$ cat config.mk
export PLATFORM = sky130hd
export DESIGN_NAME = egpio_port
export DESIGN_NICKNAME = d
export VERILOG_FILES = /design/src/include/egpio_pkg.sv /design/src/design/egpio_sync.sv /design/src/design/egpio_port.sv
export SDC_FILE = /design/constraint.sdc
export NUM_CORES = 1
export LEC_CHECK = 0
export BUFFER_PORTS_ARGS = -buffer_cell sky130_fd_sc_hd__buf_4
export CORE_MARGIN = 4
export CORE_UTILIZATION = 35
export CTS_CLUSTER_DIAMETER = 30
export DETAILED_ROUTE_END_ITERATION = 8
export PLACE_DENSITY = 0.56
export REMOVE_ABC_BUFFERS = 1
export SLEW_MARGIN = 20
export SYNTH_ARGS = -nofsm -noshare
export SYNTH_HDL_FRONTEND = slang
export SYNTH_SLANG_ARGS = --single-unit
$ cat constraint.sdc
create_clock -name CLK_SYS -period 2.8 [get_ports CLK_SYS]
set_input_delay 0.42 -clock CLK_SYS [delete_from_list [all_inputs] [get_ports CLK_SYS]]
set_output_delay 0.42 -clock CLK_SYS [all_outputs]
set_load 0.01 [all_outputs]
$ cat src/include/egpio_pkg.sv
package egpio_pkg;
  // ------------------------------------------------------------
  // Register map (word addresses on a byte-addressed bus)
  // ------------------------------------------------------------
  localparam int unsigned ADDR_W = 6;
  localparam logic [5:0] OFS_LATCH = 6'h00;
  localparam logic [5:0] OFS_DIR = 6'h04;
  localparam logic [5:0] OFS_PULLUP = 6'h08;
  localparam logic [5:0] OFS_INBUF = 6'h0c;
  localparam logic [5:0] OFS_OTYPE = 6'h10;
  localparam logic [5:0] OFS_RDSRC = 6'h14;
  localparam logic [5:0] OFS_PINS = 6'h18;
  // ------------------------------------------------------------
  // Reset values and implemented-bit masks
  // ------------------------------------------------------------
  localparam logic [7:0] RST_LATCH = 8'h00;
  localparam logic [7:0] RST_DIR = 8'hff;
  localparam logic [7:0] RST_PULLUP = 8'h00;
  localparam logic [7:0] RST_INBUF = 8'h00;
  localparam logic [7:0] RST_OTYPE = 8'h00;
  localparam logic RST_RDSRC = 1'b0;
  localparam logic [7:0] MASK_INBUF = 8'he1;
  localparam logic [7:0] MASK_OTYPE = 8'ha1;
  localparam logic [31:0] UNMAPPED_DATA = 32'h00000000;
  // ------------------------------------------------------------
  // Bus slave states
  // ------------------------------------------------------------
  typedef enum logic [1:0] {EGPIO_IDLE, EGPIO_ACK, EGPIO_DONE} egpio_bus_e;
endpackage

$ cat src/design/egpio_sync.sv
`timescale 1ns/1ps
module egpio_sync #(
  parameter int WIDTH = 8
) (
  input wire logic CLK_SYS,
  input wire logic RSTN,
  input wire logic [WIDTH-1:0] async_in,
  output logic [WIDTH-1:0] sync_out
);
  logic [WIDTH-1:0] st1_reg;
  logic [WIDTH-1:0] st2_reg;
  logic [WIDTH-1:0] st3_reg;
  logic [WIDTH-1:0] out_reg;

  // First stage feeds only the second
  always_ff @(posedge CLK_SYS) begin
    if (!RSTN) begin
      st1_reg <= '0;
      st2_reg <= '0;
      st3_reg <= '0;
    end else begin
      st1_reg <= async_in;
      st2_reg <= st1_reg;
      st3_reg <= st2_reg;
    end
  end

  // Change accepted once stages two and three agree
  genvar g;
  generate
    for (g = 0; g < WIDTH; g++) begin : g_bit
      always_ff @(posedge CLK_SYS) begin
        if (!RSTN) begin
          out_reg[g] <= 1'b0;
        end else if (st2_reg[g] == st3_reg[g]) begin
          out_reg[g] <= st3_reg[g];
        end
      end
    end
  endgenerate

  assign sync_out = out_reg;
endmodule // egpio_sync

$ cat src/design/egpio_port.sv
`timescale 1ns/1ps
module egpio_port
  import egpio_pkg::*;
#(
  parameter int WIDTH = 8
) (
  input wire logic CLK_SYS,
  input wire logic RSTN,
  input wire logic [egpio_pkg::ADDR_W-1:0] AVS_ADDRESS,
  input wire logic AVS_READ,
  input wire logic AVS_WRITE,
  input wire logic [31:0] AVS_WRITEDATA,
  input wire logic [3:0] AVS_BYTEENABLE,
  output logic [31:0] AVS_READDATA,
  output logic AVS_WAITREQUEST,
  input wire logic [WIDTH-1:0] PIN_IN,
  input wire logic [WIDTH-1:0] ALT_OUT,
  output logic [WIDTH-1:0] PIN_OUT,
  output logic [WIDTH-1:0] PIN_OE,
  output logic [WIDTH-1:0] PULLUP_ON,
  output logic [WIDTH-1:0] TTL_SELECT
);
  import egpio_pkg::*;

  // ------------------------------------------------------------
  // Registers
  // ------------------------------------------------------------
  logic [WIDTH-1:0] port_latch_reg;
  logic [WIDTH-1:0] direction_reg;
  logic [WIDTH-1:0] pullup_enable_reg;
  logic [WIDTH-1:0] input_buffer_select_reg;
  logic [WIDTH-1:0] output_type_select_reg;
  logic read_source_select;
  logic [WIDTH-1:0] pin_sync;
  egpio_bus_e bus_reg;
  logic [31:0] rdata_reg;
  logic wait_reg;
  logic [WIDTH-1:0] pin_out_reg;
  logic [WIDTH-1:0] pin_oe_reg;
  logic [WIDTH-1:0] pullup_reg;
  logic [WIDTH-1:0] ttl_reg;
  logic [WIDTH-1:0] drive_val;
  logic [WIDTH-1:0] oe_next;
  logic [WIDTH-1:0] port_read;
  logic wr_take;
  logic rd_take;

  function automatic logic [WIDTH-1:0] merge_lane(input logic [WIDTH-1:0] old_v,
                                                   input logic [31:0] wd,
                                                   input logic [3:0] be,
                                                   input logic [WIDTH-1:0] mask);
    logic [WIDTH-1:0] r;
    r = old_v;
    if (be[0]) begin
      r = wd[WIDTH-1:0] & mask;
    end
    return r;
  endfunction

  function automatic logic hit(input logic [ADDR_W-1:0] a, input logic [5:0] ofs);
    return a == ofs;
  endfunction

  egpio_sync #(.WIDTH(WIDTH)) u_sync (
    .CLK_SYS(CLK_SYS),
    .RSTN(RSTN),
    .async_in(PIN_IN),
    .sync_out(pin_sync)
  );

  // ------------------------------------------------------------
  // Avalon-MM slave: one wait cycle, answer on the following edge
  // ------------------------------------------------------------
  assign wr_take = (bus_reg == EGPIO_ACK) && AVS_WRITE;
  assign rd_take = (bus_reg == EGPIO_ACK) && AVS_READ;

  always_ff @(posedge CLK_SYS) begin
    if (!RSTN) begin
      bus_reg <= EGPIO_IDLE;
      wait_reg <= 1'b1;
    end else begin
      unique case (bus_reg)
        EGPIO_IDLE: begin
          if (AVS_READ || AVS_WRITE) begin
            bus_reg <= EGPIO_ACK;
            wait_reg <= 1'b0;
          end
        end
        EGPIO_ACK: begin
          bus_reg <= EGPIO_DONE;
          wait_reg <= 1'b1;
        end
        EGPIO_DONE: begin
          bus_reg <= EGPIO_IDLE;
        end
        default: begin
          bus_reg <= EGPIO_IDLE;
          wait_reg <= 1'b1;
        end
      endcase
    end
  end

  // Read data prepared while waitrequest is still high
  always_ff @(posedge CLK_SYS) begin
    if (!RSTN) begin
      rdata_reg <= UNMAPPED_DATA;
    end else if (bus_reg == EGPIO_IDLE && AVS_READ) begin
      rdata_reg <= UNMAPPED_DATA;
      if (hit(AVS_ADDRESS, OFS_LATCH)) begin
        rdata_reg[WIDTH-1:0] <= port_read;
      end else if (hit(AVS_ADDRESS, OFS_DIR)) begin
        rdata_reg[WIDTH-1:0] <= direction_reg;
      end else if (hit(AVS_ADDRESS, OFS_PULLUP)) begin
        rdata_reg[WIDTH-1:0] <= pullup_enable_reg;
      end else if (hit(AVS_ADDRESS, OFS_INBUF)) begin
        rdata_reg[WIDTH-1:0] <= input_buffer_select_reg;
      end else if (hit(AVS_ADDRESS, OFS_OTYPE)) begin
        rdata_reg[WIDTH-1:0] <= output_type_select_reg;
      end else if (hit(AVS_ADDRESS, OFS_RDSRC)) begin
        rdata_reg[0] <= read_source_select;
      end else if (hit(AVS_ADDRESS, OFS_PINS)) begin
        rdata_reg[WIDTH-1:0] <= pin_sync;
      end
    end
  end

  // Pin level is readable in open-drain mode while read_source_select is 0; at 1, output bits read the latch
  assign port_read = (direction_reg & pin_sync)
                   | (~direction_reg & (read_source_select ? port_latch_reg : pin_sync));

  // ------------------------------------------------------------
  // Control registers
  // ------------------------------------------------------------
  always_ff @(posedge CLK_SYS) begin
    if (!RSTN) begin
      port_latch_reg <= RST_LATCH;
    end else if (wr_take && hit(AVS_ADDRESS, OFS_LATCH)) begin
      port_latch_reg <= merge_lane(port_latch_reg, AVS_WRITEDATA, AVS_BYTEENABLE, '1);
    end
  end

  always_ff @(posedge CLK_SYS) begin
    if (!RSTN) begin
      direction_reg <= RST_DIR;
    end else if (wr_take && hit(AVS_ADDRESS, OFS_DIR)) begin
      direction_reg <= merge_lane(direction_reg, AVS_WRITEDATA, AVS_BYTEENABLE, '1);
    end
  end

  always_ff @(posedge CLK_SYS) begin
    if (!RSTN) begin
      pullup_enable_reg <= RST_PULLUP;
    end else if (wr_take && hit(AVS_ADDRESS, OFS_PULLUP)) begin
      pullup_enable_reg <= merge_lane(pullup_enable_reg, AVS_WRITEDATA, AVS_BYTEENABLE, '1);
    end
  end

  // Unimplemented option bits stay zero: bits 1..4 fixed CMOS, bits 1..4 and 6 fixed push-pull
  always_ff @(posedge CLK_SYS) begin
    if (!RSTN) begin
      input_buffer_select_reg <= RST_INBUF;
      output_type_select_reg <= RST_OTYPE;
    end else if (wr_take) begin
      if (hit(AVS_ADDRESS, OFS_INBUF)) begin
        input_buffer_select_reg <= merge_lane(input_buffer_select_reg, AVS_WRITEDATA,
                                              AVS_BYTEENABLE, MASK_INBUF);
      end
      if (hit(AVS_ADDRESS, OFS_OTYPE)) begin
        output_type_select_reg <= merge_lane(output_type_select_reg, AVS_WRITEDATA,
                                             AVS_BYTEENABLE, MASK_OTYPE);
      end
    end
  end

  always_ff @(posedge CLK_SYS) begin
    if (!RSTN) begin
      read_source_select <= RST_RDSRC;
    end else if (wr_take && hit(AVS_ADDRESS, OFS_RDSRC) && AVS_BYTEENABLE[0]) begin
      read_source_select <= AVS_WRITEDATA[0];
    end
  end

  // ------------------------------------------------------------
  // Pin drive
  // ------------------------------------------------------------
  // Alternate outputs OR in; software parks them at 0 for plain port use
  assign drive_val = port_latch_reg | ALT_OUT;
  // Open-drain drives only a low level; high means released
  assign oe_next = ~direction_reg & ~(output_type_select_reg & drive_val);

  always_ff @(posedge CLK_SYS) begin
    if (!RSTN) begin
      pin_out_reg <= '0;
      pin_oe_reg <= '0;
      pullup_reg <= '0;
      ttl_reg <= '0;
    end else begin
      pin_out_reg <= drive_val;
      pin_oe_reg <= oe_next;
      pullup_reg <= pullup_enable_reg & direction_reg;
      ttl_reg <= input_buffer_select_reg;
    end
  end

  assign PIN_OUT = pin_out_reg;
  assign PIN_OE = pin_oe_reg;
  assign PULLUP_ON = pullup_reg;
  assign TTL_SELECT = ttl_reg;
  assign AVS_READDATA = rdata_reg;
  assign AVS_WAITREQUEST = wait_reg;
endmodule // egpio_port

Word-level counts from Yosys, hierarchy flattened
Index checks and enable logic that the tools add are counted.

Add/sub/neg operators: 0. Multipliers: 0. Divide/modulo/power cells: 0. $lt $le $gt $ge: 0. Equal/unequal tests: 17. Shift-type cells: 0. Mux-type cells: 13. Bitwise operators: 10. Reduce and logical (&&, ||, !) cells: 16.

Operators with widths (number): $mux W8 (7); $and A8 B8 Y8 (5); $eq A6 B5 Y1 const B (3); $not A8 Y8 (2); $or A8 B8 Y8 (2); $eq A6 B4 Y1 const B (2); $eq A1 B1 Y1 (8); $reduce_and A2 Y1 (4); $logic_and A1 B1 Y1 (7); $mux W7 (1); $eq A6 B3 Y1 const B (1); $logic_not A6 Y1 (1); $reduce_and A3 Y1 (2); $pmux W2 S2 (1); $eq A2 B1 Y1 const B (1); $eq A2 B2 Y1 const B (1); $logic_not A2 Y1 (1); $mux W1 (2); $mux W2 (1); $ne A2 B2 Y1 const B (1); $pmux W1 S2 (1); $logic_or A1 B1 Y1 (1); $not A1 Y1 (1).

Register bits: 103. Bits in latches: 0. Memory bits (writable): 0. Memory bits (read-only): 0. Bits of input ports: 62. Output and inout port bits: 65. Logic and storage cells: 80. Memories kept: 0.

Longest topological paths before layout
Gate-level depths: netlist (run 1).

Depth after elaboration: 8. Gate-level depth with buffers: 6. Mapped depth without buffers: 5.

Hierarchy
Synthesis (run 1) repeated with hierarchy kept, for this count alone.

Cells, all modules: 407. Area total of the unflattened synthesis: 4151.5 um^2.

Modules (own cells, without submodules): egpio_port (instances 1, cells each 324, area an instance 3190.6 um^2, sequential area each 1421.4 um^2); egpio_sync (instances 1, cells each 83, area an instance 960.9 um^2, sequential area each 640.6 um^2).

Least setup slack after synthesis (run 1)
Ideal clock, no wire load.

Path kind: input port to flip-flop. Start: input AVS_ADDRESS[2] in the netlist's numbering. End: register direction_reg[0]. Setup time: 0.129 ns. Data arrival time: 1.468 ns. Data required time: 2.671 ns. Setup slack: 1.202 ns. Stages on the path: 5. Path buffers: 1. Cells stage by stage: clkbuf_1 > nand2b_1 > nor3_4 > mux2i_1 > nand2_1.

Word-level cells in the longest chain between the ends: 3.

RTL lines: start, declared (line egpio_port.sv:9) `input wire logic [egpio_pkg::ADDR_W-1:0] AVS_ADDRESS,`; $eq A6 B3 Y1 (line egpio_port.sv:61) `return a == ofs;`; $logic_and A1 B1 Y1 (line egpio_port.sv:146) `end else if (wr_take && hit(AVS_ADDRESS, OFS_DIR)) begin`; $reduce_and A2 Y1 (no source line); end signal, assigned (line egpio_port.sv:147) `direction_reg <= merge_lane(direction_reg, AVS_WRITEDATA, AVS_BYTEENABLE, '1);`; end, declared (line egpio_port.sv:29) `logic [WIDTH-1:0] direction_reg;`.

No other way between the ends. A chain may end at the register's enable or synchronous reset.

Worst setup path after layout (run 1)
Start: register bus_reg[0]. End: register pullup_enable_reg[2].

Word-level cells in the longest chain between the ends: 4.

RTL lines: start, declared (line egpio_port.sv:35) `egpio_bus_e bus_reg;`; start signal, assigned (line egpio_port.sv:79) `bus_reg <= EGPIO_IDLE;`; start signal, assigned (line egpio_port.sv:85) `bus_reg <= EGPIO_ACK;`; start signal, assigned (line egpio_port.sv:90) `bus_reg <= EGPIO_DONE;`; $eq A2 B1 Y1 (line egpio_port.sv:74) `assign wr_take = (bus_reg == EGPIO_ACK) && AVS_WRITE;`; $logic_and A1 B1 Y1 (line egpio_port.sv:74); $logic_and A1 B1 Y1 (line egpio_port.sv:154) `end else if (wr_take && hit(AVS_ADDRESS, OFS_PULLUP)) begin`; $reduce_and A2 Y1 (no source line); end signal, assigned (line egpio_port.sv:155) `pullup_enable_reg <= merge_lane(pullup_enable_reg, AVS_WRITEDATA, AVS_BYTEENABLE, '1);`; end, declared (line egpio_port.sv:30) `logic [WIDTH-1:0] pullup_enable_reg;`.

No other way between the ends.

==> results of run 1 <==
layout make-up:
| type | count | share of cell area [%] |
|---|---|---|
| tap | 140 | 3.612 |
| sequential | 103 | 42.52 |
| multi-input combinational | 282 | 34.44 |
| clock inverter | 6 | 1.883 |
| clock buffer | 10 | 4.928 |
| inverter | 11 | 0.8514 |
| timing repair buffer | 76 | 11.76 |
layer usage:
layer	GRT usage [%]	wire (microns)	share of wire, %	vias up
li1	-	-	-	1499
met1	17.72	3893	43	1386
met2	23.40	4466	49	93
met3	3.277	657	7.2	4
met4	4.751	46	0.51	0
met5	0	0	0	-
how the worst max path moves through the flow:
stage	start	slack, ns	depth (start not counted)	end
after floorplan	AVS_ADDRESS[1]	1.04	5	port_latch_reg[0]
after global placement	AVS_BYTEENABLE[0]	0.58	6	pullup_enable_reg[2]
after detailed placement	AVS_BYTEENABLE[0]	0.55	6	pullup_enable_reg[4]
after CTS	bus_reg[0]	0.63	5	pullup_enable_reg[2]
after global routing	bus_reg[0]	0.44	5	pullup_enable_reg[0]
final	bus_reg[0]	0.67	5	pullup_enable_reg[2]
per-stage QoR:
stage	setup slack [ns]	hold slack [ns]	power, mW	std cells	utilization [%]
after global placement	0.5802	0.4143	1.716	612	41.15
final	0.6666	0.2684	3.040	628	44.16
after global routing	0.4449	0.2704	3.153	628	44.16
after detailed placement	0.5492	0.4195	1.719	612	41.15
after floorplan	1.044	0.4118	1.608	396	-
after CTS	0.6288	0.2611	3.076	628	44.16
placed cells by master (no fill, tap or decap), drive strengths merged, types with 2 or more instances in the layout:
master,n
o22ai,2
bufinv,2
mux2i,24
and3,8
buf,76
a22o,5
o21ai,31
o21a,9
dfxtp,103
o211ai,2
clkinv,4
a21oi,16
nor3,6
conb,28
a21boi,17
clkbuf,10
nand2,47
nand3,20
nor2,12
nand2b,4
nor2b,10
inv,11
and3b,4
nand4,3
and2,24
kinds of logic after synthesis:
kind of cell | count (synthesis) | share of synthesized area, %
flops | 103 | 51.91
other cells | 1 | 0.09440
compound gates | 88 | 13.95
simple gates | 142 | 19.40
mux | 24 | 6.047
buf+inv | 60 | 8.598
worst reg2reg max path: cells and delay by family (launching register included):
kind / cells / cell delay, ns
simple gates: 3 / 1.26
flops: 1 / 0.38
buf+inv: 1 / 0.22
compound gates: 1 / 0.12
power by group through the flow:
stage | Combinational [mW] | Sequential, mW | Clock [mW]
floorplan | 0.0709 | 1.54 | 0
global placement | 0.182 | 1.53 | 0
detailed placement | 0.184 | 1.53 | 0
CTS | 0.185 | 1.50 | 1.39
global route | 0.205 | 1.50 | 1.45
finish | 0.184 | 1.50 | 1.36
==> flow_results.xml, run 1 <==
<?xml version="1.0" encoding="UTF-8"?>
<metrics>
  <group name="floorplan">
    <metric name="floorplan.die.width" unit="microns">114.5</metric>
    <metric name="core" unit="sq um">10980</metric>
    <metric name="pin_count" unit="">127</metric>
    <metric name="fp.dieH" unit="microns">114.5</metric>
    <metric name="floorplan.initialDensity" unit="%">36.17</metric>
    <metric name="num_rows" unit="">38</metric>
    <metric name="design.die.area" unit="sq um">13120</metric>
  </group>
  <group name="global_routing">
    <metric name="grt.overflow.total" unit="">0</metric>
    <metric name="grt_max_degree" unit="">58</metric>
    <metric name="gr-usage-all-layers" unit="%">14.00</metric>
    <metric name="grt_antenna_before_repair" unit="">0</metric>
    <metric name="grt_pass1_vias" unit="">2856</metric>
    <metric name="first_pass_grt_wire_length" unit="mm">14.42</metric>
  </group>
  <group name="placement">
    <metric name="detailedPlacementHpwl" unit="mm">6.081</metric>
    <metric name="place_congestion" unit="">0.7733</metric>
    <metric name="dpl-instance-area" unit="sq um">4519</metric>
    <metric name="placement.io_buffers" unit="">71</metric>
  </group>
  <group name="yosys">
    <metric name="yosys.cell_types.count" unit="">39</metric>
    <metric name="post-synth-top-area-cell" unit="">dfxtp_1</metric>
    <metric name="netlist_top_cells_area" unit="">dfxtp_1 (52%), mux2i_1 (6.0%), buf_4 (5.7%)</metric>
    <metric name="ys_ff_latch" unit="">103</metric>
    <metric name="yosysMostFrequentCell" unit="">dfxtp_1</metric>
    <metric name="ys_async_sr_fraction" unit="%">0</metric>
    <metric name="yosys.area.top_type_share" unit="%">51.91</metric>
    <metric name="synth_common_cells" unit="">dfxtp_1 (103), nand2_1 (46), o21ai_0 (31), buf_4 (30)</metric>
    <metric name="yosysSeqAreaShare" unit="%">51.91</metric>
    <metric name="synth_enable_flop_cells" unit="">0</metric>
    <metric name="mean_instance_size_in_the_synthesized_netlist" unit="sq um">9.504</metric>
    <metric name="ys_warn_count" unit="">0</metric>
    <metric name="synthesis.instances" unit="">418</metric>
    <metric name="synth.cell_area" unit="sq um">3973</metric>
    <metric name="synth_ff_type" unit="">dfxtp_1</metric>
  </group>
  <group name="clocking">
    <metric name="clock_insertion_delay_at_the_later_pin_of_the_skew_report" unit="ns">0.34</metric>
    <metric name="cts.reportedPaths.clkPinSlew" unit="ns">0.07</metric>
    <metric name="cts_buffer_depth" unit="">2</metric>
    <metric name="postCtsResizedCells" unit="">0</metric>
    <metric name="cts_hold_buffers" unit="">0</metric>
    <metric name="post_cts_buffers" unit="">0</metric>
    <metric name="cts_buffers" unit="">9</metric>
    <metric name="tritoncts_clock_tree" unit="">yes</metric>
    <metric name="cts_root_buf" unit="">clkbuf_16</metric>
    <metric name="sinks_on_clock_net" unit="">103</metric>
    <metric name="ctsHtreeMaxLevel" unit="">3</metric>
  </group>
  <group name="pwr">
    <metric name="leakagePower" unit="nW">2.027</metric>
    <metric name="power_switching_share" unit="%">21.66</metric>
    <metric name="power_density" unit="nW/um^2">626.8</metric>
    <metric name="p_seq_share" unit="%">49.4</metric>
    <metric name="internal_power" unit="mW">2.382</metric>
    <metric name="power.switching" unit="mW">0.6583</metric>
    <metric name="ir_drop" unit="mV">0.2897</metric>
    <metric name="comb_power_share" unit="%">6.0</metric>
    <metric name="power_frac_clock" unit="%">44.6</metric>
  </group>
  <group name="route">
    <metric name="detailedRoute.firstPassIterationCount" unit="">4</metric>
    <metric name="routed_length_per_placed_instance" unit="microns">14.43</metric>
    <metric name="dr_total_vias" unit="">2982</metric>
    <metric name="violation_count_after_the_first_detailed_route_iteration" unit="">207</metric>
    <metric name="post-route-drc-count" unit="">0</metric>
    <metric name="post_drt_via_cell_ratio" unit="">4.748</metric>
    <metric name="postRouteWirelength" unit="mm">9.064</metric>
    <metric name="antenna_violating_nets_left" unit="">0</metric>
  </group>
  <group name="worst_setup_path">
    <metric name="worst_setup_path_end_kind" unit="">flip-flop</metric>
    <metric name="sequence_of_cells_on_the_critical_path" unit="">and4b_1 -&gt; buf_4 -&gt; nand4_1 -&gt; nand3_1 -&gt; o21ai_0</metric>
    <metric name="worst_ep_required_time" unit="ns">2.99</metric>
    <metric name="largest_fanout_on_the_critical_path" unit="">16</metric>
    <metric name="crit-reg2reg-capture" unit="">pullup_enable_reg[2]</metric>
    <metric name="cp_num_buf_inv" unit="">1</metric>
    <metric name="timing.rr.start" unit="">bus_reg[0]</metric>
    <metric name="cp_slowest_stage_delay" unit="ns">0.58</metric>
    <metric name="critPathKind" unit="">reg -&gt; reg</metric>
    <metric name="reg2reg_depth" unit="">5</metric>
    <metric name="worstPathArrival" unit="ns">2.32</metric>
    <metric name="worst-r2r-setup-slack" unit="ns">0.67</metric>
    <metric name="crit_family" unit="">simple AND/OR/NAND/NOR gates</metric>
    <metric name="timing.critical_path.from_type" unit="">flip-flop</metric>
    <metric name="crit_path_top_delay_cell" unit="">nand4_1</metric>
  </group>
  <group name="finish">
    <metric name="multi_input_area" unit="sq um">1670</metric>
    <metric name="seqCellArea" unit="sq um">2062</metric>
    <metric name="area_growth_syn_to_layout" unit="%">22.08</metric>
    <metric name="final_area" unit="sq um">4850</metric>
    <metric name="drive_above_1_share" unit="%">19.88</metric>
    <metric name="final_net_count" unit="">545</metric>
    <metric name="filler_cell_count" unit="">1062</metric>
    <metric name="antennaDiodeCount" unit="">0</metric>
  </group>
  <group name="sta">
    <metric name="maxSlewHeadroom" unit="%">51.98</metric>
    <metric name="max_slew.worst_pin.slew" unit="ns">0.7181</metric>
    <metric name="maxClockFrequency" unit="MHz">468.7</metric>
    <metric name="unrepaired_setup_endpoints_after_global_routing" unit="">false</metric>
    <metric name="part_of_the_cycle_the_worst_path_needs" unit="%">76.19</metric>
    <metric name="hold_viol_final" unit="">0</metric>
    <metric name="slew_viol_final" unit="">0</metric>
    <metric name="setup_total_negative_slack" unit="ns">0</metric>
    <metric name="finalSetupViolations" unit="">0</metric>
    <metric name="fin_skew" unit="ns">0.008216</metric>
    <metric name="period_minus_slack" unit="ns">2.133</metric>
  </group>
  <group name="status">
    <metric name="run_status" unit="">completed</metric>
  </group>
  <group name="worst_hold_path">
    <metric name="hold_end" unit="">PIN_OUT[1]</metric>
    <metric name="holdCritPathClass" unit="">in -&gt; reg</metric>
    <metric name="min_delay_path_depth" unit="">2</metric>
    <metric name="worst_hold_startpoint" unit="">ALT_OUT[1]</metric>
  </group>
  <group name="flow_run">
    <metric name="timing.max_cap.violations" unit="">0</metric>
  </group>
</metrics>
Note: power is estimated with default switching activity, not from simulation.
==> run 2: changes to the inputs <==
Settings changed: ABC_AREA from default to 1, PLACE_DENSITY 0.56 to 0.55.
Clock period 2.8 ns to 2.2 ns, I/O delays scaled along.
==> run 2 against run 1 <==
  * Register-to-register slack got worse by 0.05 ns
  * Core utilization is 0.75 points lower
  * Cell count up 15%
  * Synthesized cell count grew 20%
  * Critical endpoint is now port_latch_reg[0]
  * Sequential share of layout area decreased by 0.73 points
  * Clock-buffer cell count decreased by 1
  * Non-clock buffer count shrank 2
  * Sequential cell count unchanged
  * Clock power grew 24%
  * Clock skew is 0.0026 ns higher
  * Synthesized area increased by 2.3%
==> flow_results.xml, run 2 <==
<?xml version="1.0" encoding="UTF-8"?>
<metrics>
  <group name="status">
    <metric name="run_status" unit="">completed</metric>
  </group>
  <group name="yosys">
    <metric name="synthesis.instances" unit="">503</metric>
    <metric name="post-synth-top-area-cell" unit="">dfxtp_1</metric>
    <metric name="yosysSeqAreaShare" unit="%">50.72</metric>
    <metric name="netlist_top_cells_area" unit="">dfxtp_1 (51%), nand2_1 (7.8%), inv_1 (6.0%)</metric>
    <metric name="ys_ff_latch" unit="">103</metric>
    <metric name="ys_async_sr_fraction" unit="%">0</metric>
    <metric name="synth.cell_area" unit="sq um">4065</metric>
    <metric name="yosysMostFrequentCell" unit="">dfxtp_1</metric>
    <metric name="synth_enable_flop_cells" unit="">0</metric>
    <metric name="synth_common_cells" unit="">dfxtp_1 (103), nand2_1 (84), inv_1 (65), nor2_1 (48), a21oi_1 (42)</metric>
    <metric name="yosys.cell_types.count" unit="">30</metric>
    <metric name="mean_instance_size_in_the_synthesized_netlist" unit="sq um">8.082</metric>
    <metric name="yosys.area.top_type_share" unit="%">50.72</metric>
    <metric name="synth_ff_type" unit="">dfxtp_1</metric>
    <metric name="ys_warn_count" unit="">0</metric>
  </group>
  <group name="clocking">
    <metric name="cts_root_buf" unit="">clkbuf_16</metric>
    <metric name="cts_hold_buffers" unit="">0</metric>
    <metric name="tritoncts_clock_tree" unit="">yes</metric>
    <metric name="cts_buffer_depth" unit="">2</metric>
    <metric name="cts_buffers" unit="">9</metric>
    <metric name="sinks_on_clock_net" unit="">103</metric>
    <metric name="post_cts_buffers" unit="">0</metric>
    <metric name="ctsHtreeMaxLevel" unit="">3</metric>
    <metric name="clock_insertion_delay_at_the_later_pin_of_the_skew_report" unit="ns">0.34</metric>
    <metric name="postCtsResizedCells" unit="">0</metric>
    <metric name="cts.reportedPaths.clkPinSlew" unit="ns">0.07</metric>
  </group>
  <group name="placement">
    <metric name="pre_cts_ws" unit="ns">0.4451</metric>
    <metric name="detailedPlacementHpwl" unit="mm">6.409</metric>
    <metric name="place_congestion" unit="">0.8308</metric>
    <metric name="placed_cells" unit="">704</metric>
    <metric name="dpl-instance-area" unit="sq um">4617</metric>
    <metric name="placement.io_buffers" unit="">71</metric>
  </group>
  <group name="finish">
    <metric name="final-instance-count-excl-fill" unit="">720</metric>
    <metric name="filler_cell_count" unit="">1147</metric>
    <metric name="most_frequent_standard_cell_in_the_layout_excluding_fill_and_tap_cells" unit="">dfxtp_1</metric>
    <metric name="layout_common_cells" unit="">dfxtp_1 (103), nand2_1 (84), buf_4 (74), inv_1 (65), nor2_1 (48)</metric>
    <metric name="final_net_count" unit="">634</metric>
    <metric name="final_area" unit="sq um">4935</metric>
    <metric name="drive_above_1_share" unit="%">21.84</metric>
    <metric name="area_growth_syn_to_layout" unit="%">21.39</metric>
    <metric name="antennaDiodeCount" unit="">0</metric>
    <metric name="utilization" unit="%">43.40</metric>
  </group>
  <group name="sta">
    <metric name="setup_total_negative_slack" unit="ns">0</metric>
    <metric name="period_minus_slack" unit="ns">1.580</metric>
    <metric name="hold_viol_final" unit="">0</metric>
    <metric name="part_of_the_cycle_the_worst_path_needs" unit="%">71.82</metric>
    <metric name="max_slew.worst_pin.slew" unit="ns">0.6973</metric>
    <metric name="post-route-worst-setup-slack" unit="ns">0.6199</metric>
    <metric name="finalSetupViolations" unit="">0</metric>
    <metric name="fin_skew" unit="ns">0.01077</metric>
    <metric name="slew_viol_final" unit="">0</metric>
    <metric name="maxSlewHeadroom" unit="%">53.51</metric>
    <metric name="unrepaired_setup_endpoints_after_global_routing" unit="">false</metric>
    <metric name="timing.hold.ws" unit="ns">0.1660</metric>
    <metric name="maxClockFrequency" unit="MHz">632.9</metric>
  </group>
  <group name="pwr">
    <metric name="totalPowerFinal" unit="mW">3.842</metric>
    <metric name="leakagePower" unit="nW">2.423</metric>
    <metric name="power_switching_share" unit="%">22.24</metric>
    <metric name="ir_drop" unit="mV">0.3123</metric>
    <metric name="internal_power" unit="mW">2.988</metric>
    <metric name="power_frac_clock" unit="%">44.0</metric>
    <metric name="power_density" unit="nW/um^2">778.5</metric>
    <metric name="power.switching" unit="mW">0.8543</metric>
    <metric name="comb_power_share" unit="%">6.2</metric>
    <metric name="p_seq_share" unit="%">49.8</metric>
  </group>
  <group name="floorplan">
    <metric name="core" unit="sq um">11370</metric>
    <metric name="pin_count" unit="">127</metric>
    <metric name="floorplan.die.width" unit="microns">115.8</metric>
    <metric name="floorplan.initialDensity" unit="%">35.75</metric>
    <metric name="num_rows" unit="">39</metric>
    <metric name="design.die.area" unit="sq um">13400</metric>
    <metric name="fp.dieH" unit="microns">115.8</metric>
  </group>
  <group name="route">
    <metric name="detailedRoute.firstPassIterationCount" unit="">4</metric>
    <metric name="post-route-drc-count" unit="">0</metric>
    <metric name="postRouteWirelength" unit="mm">9.306</metric>
    <metric name="dr_total_vias" unit="">3289</metric>
    <metric name="violation_count_after_the_first_detailed_route_iteration" unit="">160</metric>
    <metric name="post_drt_via_cell_ratio" unit="">4.568</metric>
    <metric name="routed_length_per_placed_instance" unit="microns">12.93</metric>
    <metric name="antenna_violating_nets_left" unit="">0</metric>
  </group>
  <group name="worst_setup_path">
    <metric name="crit-reg2reg-capture" unit="">port_latch_reg[0]</metric>
    <metric name="worst_setup_path_end_kind" unit="">flip-flop</metric>
    <metric name="worst-r2r-setup-slack" unit="ns">0.62</metric>
    <metric name="worst_ep_required_time" unit="ns">2.47</metric>
    <metric name="worstPathArrival" unit="ns">1.85</metric>
    <metric name="timing.rr.start" unit="">bus_reg[0]</metric>
    <metric name="timing.critical_path.from_type" unit="">flip-flop</metric>
    <metric name="critPathKind" unit="">reg -&gt; reg</metric>
    <metric name="reg2reg_depth" unit="">6</metric>
    <metric name="largest_fanout_on_the_critical_path" unit="">16</metric>
  </group>
  <group name="global_routing">
    <metric name="gr-usage-met3" unit="%">3.342</metric>
    <metric name="grt_antenna_before_repair" unit="">0</metric>
    <metric name="grt.met1_usage" unit="%">18.57</metric>
    <metric name="grt.overflow.total" unit="">0</metric>
    <metric name="gr-usage-all-layers" unit="%">14.27</metric>
    <metric name="grt_max_degree" unit="">68</metric>
    <metric name="grtUsageMet2" unit="%">23.01</metric>
    <metric name="first_pass_grt_wire_length" unit="mm">14.92</metric>
    <metric name="grt_pass1_vias" unit="">3075</metric>
    <metric name="layer_with_the_highest_usage" unit="">met2</metric>
  </group>
  <group name="worst_hold_path">
    <metric name="worst_hold_startpoint" unit="">PIN_IN[7]</metric>
    <metric name="holdCritPathClass" unit="">in -&gt; reg</metric>
    <metric name="min_delay_path_depth" unit="">3</metric>
    <metric name="hold_end" unit="">u_sync.st1_reg[7]</metric>
  </group>
  <group name="flow_run">
    <metric name="timing.max_cap.violations" unit="">0</metric>
  </group>
</metrics>
==> run 2: cell count changes after synthesis, sizes merged, moves of 24 or more <==
cell / delta
and2: -24
nand2: +43
a21oi: +28
inv: +63
mux2i: -24
nor2: +45
==> run 2: worst max path at each step <==
stage | from | endpoint | slack [ns] | depth (start not counted)
6_report | bus_reg[0] | port_latch_reg[0] | 0.62 | 6
3_3_place_gp | AVS_ADDRESS[0] | direction_reg[4] | 0.47 | 9
5_1_grt | bus_reg[0] | AVS_READDATA[4] | 0.45 | 7
3_5_place_dp | AVS_ADDRESS[0] | direction_reg[4] | 0.45 | 9
4_1_cts | bus_reg[0] | direction_reg[5] | 0.64 | 7
2_1_floorplan | read_source_select | AVS_READDATA[5] | 0.89 | 8
==> run 2: cell type report <==
cell class	instances	area (sq um)	area share, %
Sequential cell	103	2062	41.79
Multi-Input combinational cell	311	1546	31.34
Timing Repair Buffer	74	555.5	11.26
Inverter	73	274.0	5.553
Clock buffer	9	225.2	4.564
Tap cell	143	178.9	3.626
Clock inverter	7	92.59	1.876
==> run 2: layer usage <==
layer	wire length, microns	up-vias
met3	582	11
met5	0	-
met1	4383	1512
li1	-	1681
met2	4182	85
met4	157	0
==> run 2: kinds of logic (layout without fill, tap and decap cells) <==
logic type / count (synthesis) / count (layout) / synth area share [%]
other: 1 / 28 / 0.09225
AO/OA/AOI/OAI: 108 / 108 / 15.76
buffers and inverters: 116 / 163 / 13.73
AND/OR/NAND/NOR: 175 / 175 / 19.70
flip-flops: 103 / 103 / 50.72
==> run 2: worst max-delay path, stage by stage (launching register included) <==
cell and delay [ns]:
dfxtp_1 0.36, nand2_1 0.09, nor2_1 0.11, nand2_2 0.18, nor2_4 0.46, o21ai_0 0.16
a21oi_1 0.15
==> run 2: power by group through the flow <==
stage	clock network, mW	logic [mW]	registers (mW)
floorplan	0	0.114	1.96
global placement	0	0.237	1.96
detailed placement	0	0.239	1.96
CTS	1.75	0.241	1.91
global route	1.82	0.269	1.92
finish	1.69	0.239	1.91
==> run 3: changes to the inputs <==
Clock period 2.2 ns to 1.62 ns, I/O delays scaled along.
==> run 3 against run 2 <==
  * Routed wire length increased by 1.5%
  * Clock power rose by 22%
  * Sequential share of layout area decreased by 0.91 points
  * Critical path type unchanged
  * Clock-buffer cell count unchanged
  * Critical path depth grew 2
  * Sequential cell count did not move
  * Die area is the same
  * Cell count grew 1.9%
  * Core utilization rose by 0.97 points
  * First-iteration DRC count down 23%
==> flow_results.xml, run 3 (synthesis gave the netlist of run 2 again) <==
<?xml version="1.0" encoding="UTF-8"?>
<metrics>
  <group name="route">
    <metric name="detailedRoute.firstPassIterationCount" unit="">5</metric>
    <metric name="post-route-drc-count" unit="">0</metric>
    <metric name="routed_length_per_placed_instance" unit="microns">12.87</metric>
    <metric name="post_drt_via_cell_ratio" unit="">4.456</metric>
    <metric name="violation_count_after_the_first_detailed_route_iteration" unit="">124</metric>
    <metric name="postRouteWirelength" unit="mm">9.448</metric>
    <metric name="antenna_violating_nets_left" unit="">0</metric>
    <metric name="dr_total_vias" unit="">3271</metric>
  </group>
  <group name="clocking">
    <metric name="tritoncts_clock_tree" unit="">yes</metric>
    <metric name="sinks_on_clock_net" unit="">103</metric>
    <metric name="cts_root_buf" unit="">clkbuf_16</metric>
    <metric name="ctsHtreeMaxLevel" unit="">3</metric>
    <metric name="post_cts_buffers" unit="">0</metric>
    <metric name="cts.reportedPaths.clkPinSlew" unit="ns">0.07</metric>
    <metric name="cts_buffers" unit="">9</metric>
    <metric name="cts_buffer_depth" unit="">2</metric>
    <metric name="clock_insertion_delay_at_the_later_pin_of_the_skew_report" unit="ns">0.35</metric>
  </group>
  <group name="global_routing">
    <metric name="grt_antenna_before_repair" unit="">0</metric>
    <metric name="gr-usage-met3" unit="%">3.551</metric>
    <metric name="grt_max_degree" unit="">34</metric>
    <metric name="first_pass_grt_wire_length" unit="mm">15.17</metric>
    <metric name="layer_with_the_highest_usage" unit="">met2</metric>
    <metric name="gr-usage-all-layers" unit="%">14.58</metric>
    <metric name="grtUsageMet2" unit="%">21.94</metric>
    <metric name="grt.met1_usage" unit="%">20.17</metric>
    <metric name="grt.overflow.total" unit="">0</metric>
    <metric name="grt_pass1_vias" unit="">3055</metric>
  </group>
  <group name="worst_setup_path">
    <metric name="worst_ep_required_time" unit="ns">1.84</metric>
    <metric name="worst_setup_path_end_kind" unit="">flip-flop</metric>
    <metric name="critPathKind" unit="">reg -&gt; reg</metric>
    <metric name="timing.critical_path.from_type" unit="">flip-flop</metric>
    <metric name="worstPathArrival" unit="ns">1.60</metric>
    <metric name="largest_fanout_on_the_critical_path" unit="">6</metric>
    <metric name="reg2reg_depth" unit="">8</metric>
  </group>
  <group name="status">
    <metric name="run_status" unit="">completed</metric>
  </group>
  <group name="sta">
    <metric name="unrepaired_setup_endpoints_after_global_routing" unit="">false</metric>
    <metric name="post-route-worst-setup-slack" unit="ns">0.2377</metric>
    <metric name="hold_viol_final" unit="">0</metric>
    <metric name="fin_skew" unit="ns">0.006327</metric>
    <metric name="part_of_the_cycle_the_worst_path_needs" unit="%">85.32</metric>
    <metric name="period_minus_slack" unit="ns">1.382</metric>
    <metric name="finalSetupViolations" unit="">0</metric>
    <metric name="setup_total_negative_slack" unit="ns">0</metric>
    <metric name="maxClockFrequency" unit="MHz">723.5</metric>
    <metric name="slew_viol_final" unit="">0</metric>
  </group>
  <group name="worst_hold_path">
    <metric name="holdCritPathClass" unit="">in -&gt; reg</metric>
    <metric name="min_delay_path_depth" unit="">3</metric>
  </group>
  <group name="placement">
    <metric name="place_congestion" unit="">0.8381</metric>
    <metric name="detailedPlacementHpwl" unit="mm">6.787</metric>
    <metric name="placement.io_buffers" unit="">71</metric>
    <metric name="pre_cts_ws" unit="ns">0.1511</metric>
  </group>
  <group name="pwr">
    <metric name="comb_power_share" unit="%">7.0</metric>
    <metric name="p_seq_share" unit="%">51.9</metric>
    <metric name="leakagePower" unit="nW">2.475</metric>
    <metric name="internal_power" unit="mW">3.777</metric>
    <metric name="power_switching_share" unit="%">24.53</metric>
    <metric name="power.switching" unit="mW">1.228</metric>
    <metric name="ir_drop" unit="mV">0.4992</metric>
    <metric name="power_frac_clock" unit="%">41.1</metric>
    <metric name="totalPowerFinal" unit="mW">5.004</metric>
    <metric name="power_density" unit="nW/um^2">992.0</metric>
  </group>
  <group name="floorplan">
    <metric name="floorplan.die.width" unit="microns">115.8</metric>
    <metric name="floorplan.initialDensity" unit="%">35.75</metric>
    <metric name="pin_count" unit="">127</metric>
    <metric name="design.die.area" unit="sq um">13400</metric>
    <metric name="core" unit="sq um">11370</metric>
    <metric name="fp.dieH" unit="microns">115.8</metric>
    <metric name="num_rows" unit="">39</metric>
  </group>
  <group name="finish">
    <metric name="antennaDiodeCount" unit="">0</metric>
    <metric name="area_growth_syn_to_layout" unit="%">24.10</metric>
    <metric name="most_frequent_standard_cell_in_the_layout_excluding_fill_and_tap_cells" unit="">dfxtp_1</metric>
    <metric name="drive_above_1_share" unit="%">23.86</metric>
    <metric name="utilization" unit="%">44.37</metric>
    <metric name="final_net_count" unit="">648</metric>
    <metric name="layout_common_cells" unit="">dfxtp_1 (103), buf_4 (85), nand2_1 (84), inv_1 (65), nor2_1 (47)</metric>
  </group>
  <group name="flow_run">
    <metric name="timing.max_cap.violations" unit="">0</metric>
  </group>
</metrics>
run 3: cell types whose count changed in the layout (fill, tap and decap cells not counted), moves of 2 or more:
cell and change:
buf_4 +11, clkinvlp_4 +3, clkinv_4 +3, buf_12 +3
clkinv_2 -3, bufinv_16 -2
run 3: layout make-up:
type / count / area (sq um)
Clock inverter: 7 / 57.56
Timing Repair Buffer: 88 / 698.2
Fill cell: 1146 / 6325
Multi-Input combinational cell: 311 / 1549
Inverter: 73 / 274.0
Tap cell: 143 / 178.9
Sequential cell: 103 / 2062
Clock buffer: 9 / 225.2
run 3: what timing repair did:
action,in CTS,in global routing
resized for setup,0,1
hold buffers,0,0
setup endpoints to repair,0,1
run 3: metal layers:
| layer | vias up | share of wire (%) | routed length (microns) |
|---|---|---|---|
| met3 | 11 | 5.5 | 515 |
| li1 | 1713 | - | - |
| met2 | 85 | 45 | 4220 |
| met4 | 0 | 1.4 | 133 |
| met1 | 1462 | 48 | 4578 |
| met5 | - | 0 | 0 |
run 3: per-stage QoR:
step / area (sq um) / cells / hold WS, ns
global route: 5045 / 734 / 0.07224
finish: 5045 / 734 / 0.07401
floorplan: 3882 / 487 / 0.3185
CTS: 5042 / 734 / 0.05983
global placement: 4760 / 718 / 0.3943
detailed placement: 4760 / 718 / 0.3956
run 3: power by group through the flow:
| stage | Clock (mW) | Sequential (mW) | Combinational (mW) |
|---|---|---|---|
| floorplan | 0 | 2.66 | 0.155 |
| global placement | 0 | 2.66 | 0.347 |
| detailed placement | 0 | 2.66 | 0.352 |
| CTS | 2.11 | 2.60 | 0.352 |
| global route | 2.22 | 2.60 | 0.392 |
| finish | 2.06 | 2.60 | 0.350 |
run 3: worst max-delay path, cell delays in order (launching register included):
cell	delay, ns
dfxtp_1	0.35
nand2_1	0.08
nor2_1	0.11
nand2_2	0.19
inv_1	0.14
nand2_2	0.09
buf_4	0.17
nand2_1	0.07
o211ai_2	0.06
run 3: path summary, 6_finish.rpt:
check / start / end / slack, ns
max: bus_reg[0] / direction_reg[1] / 0.24
max reg2reg: bus_reg[0] / direction_reg[1] / 0.24
min reg2reg: u_sync.st1_reg[6] / u_sync.st2_reg[6] / 0.41
min: PIN_IN[7] / u_sync.st1_reg[7] / 0.07
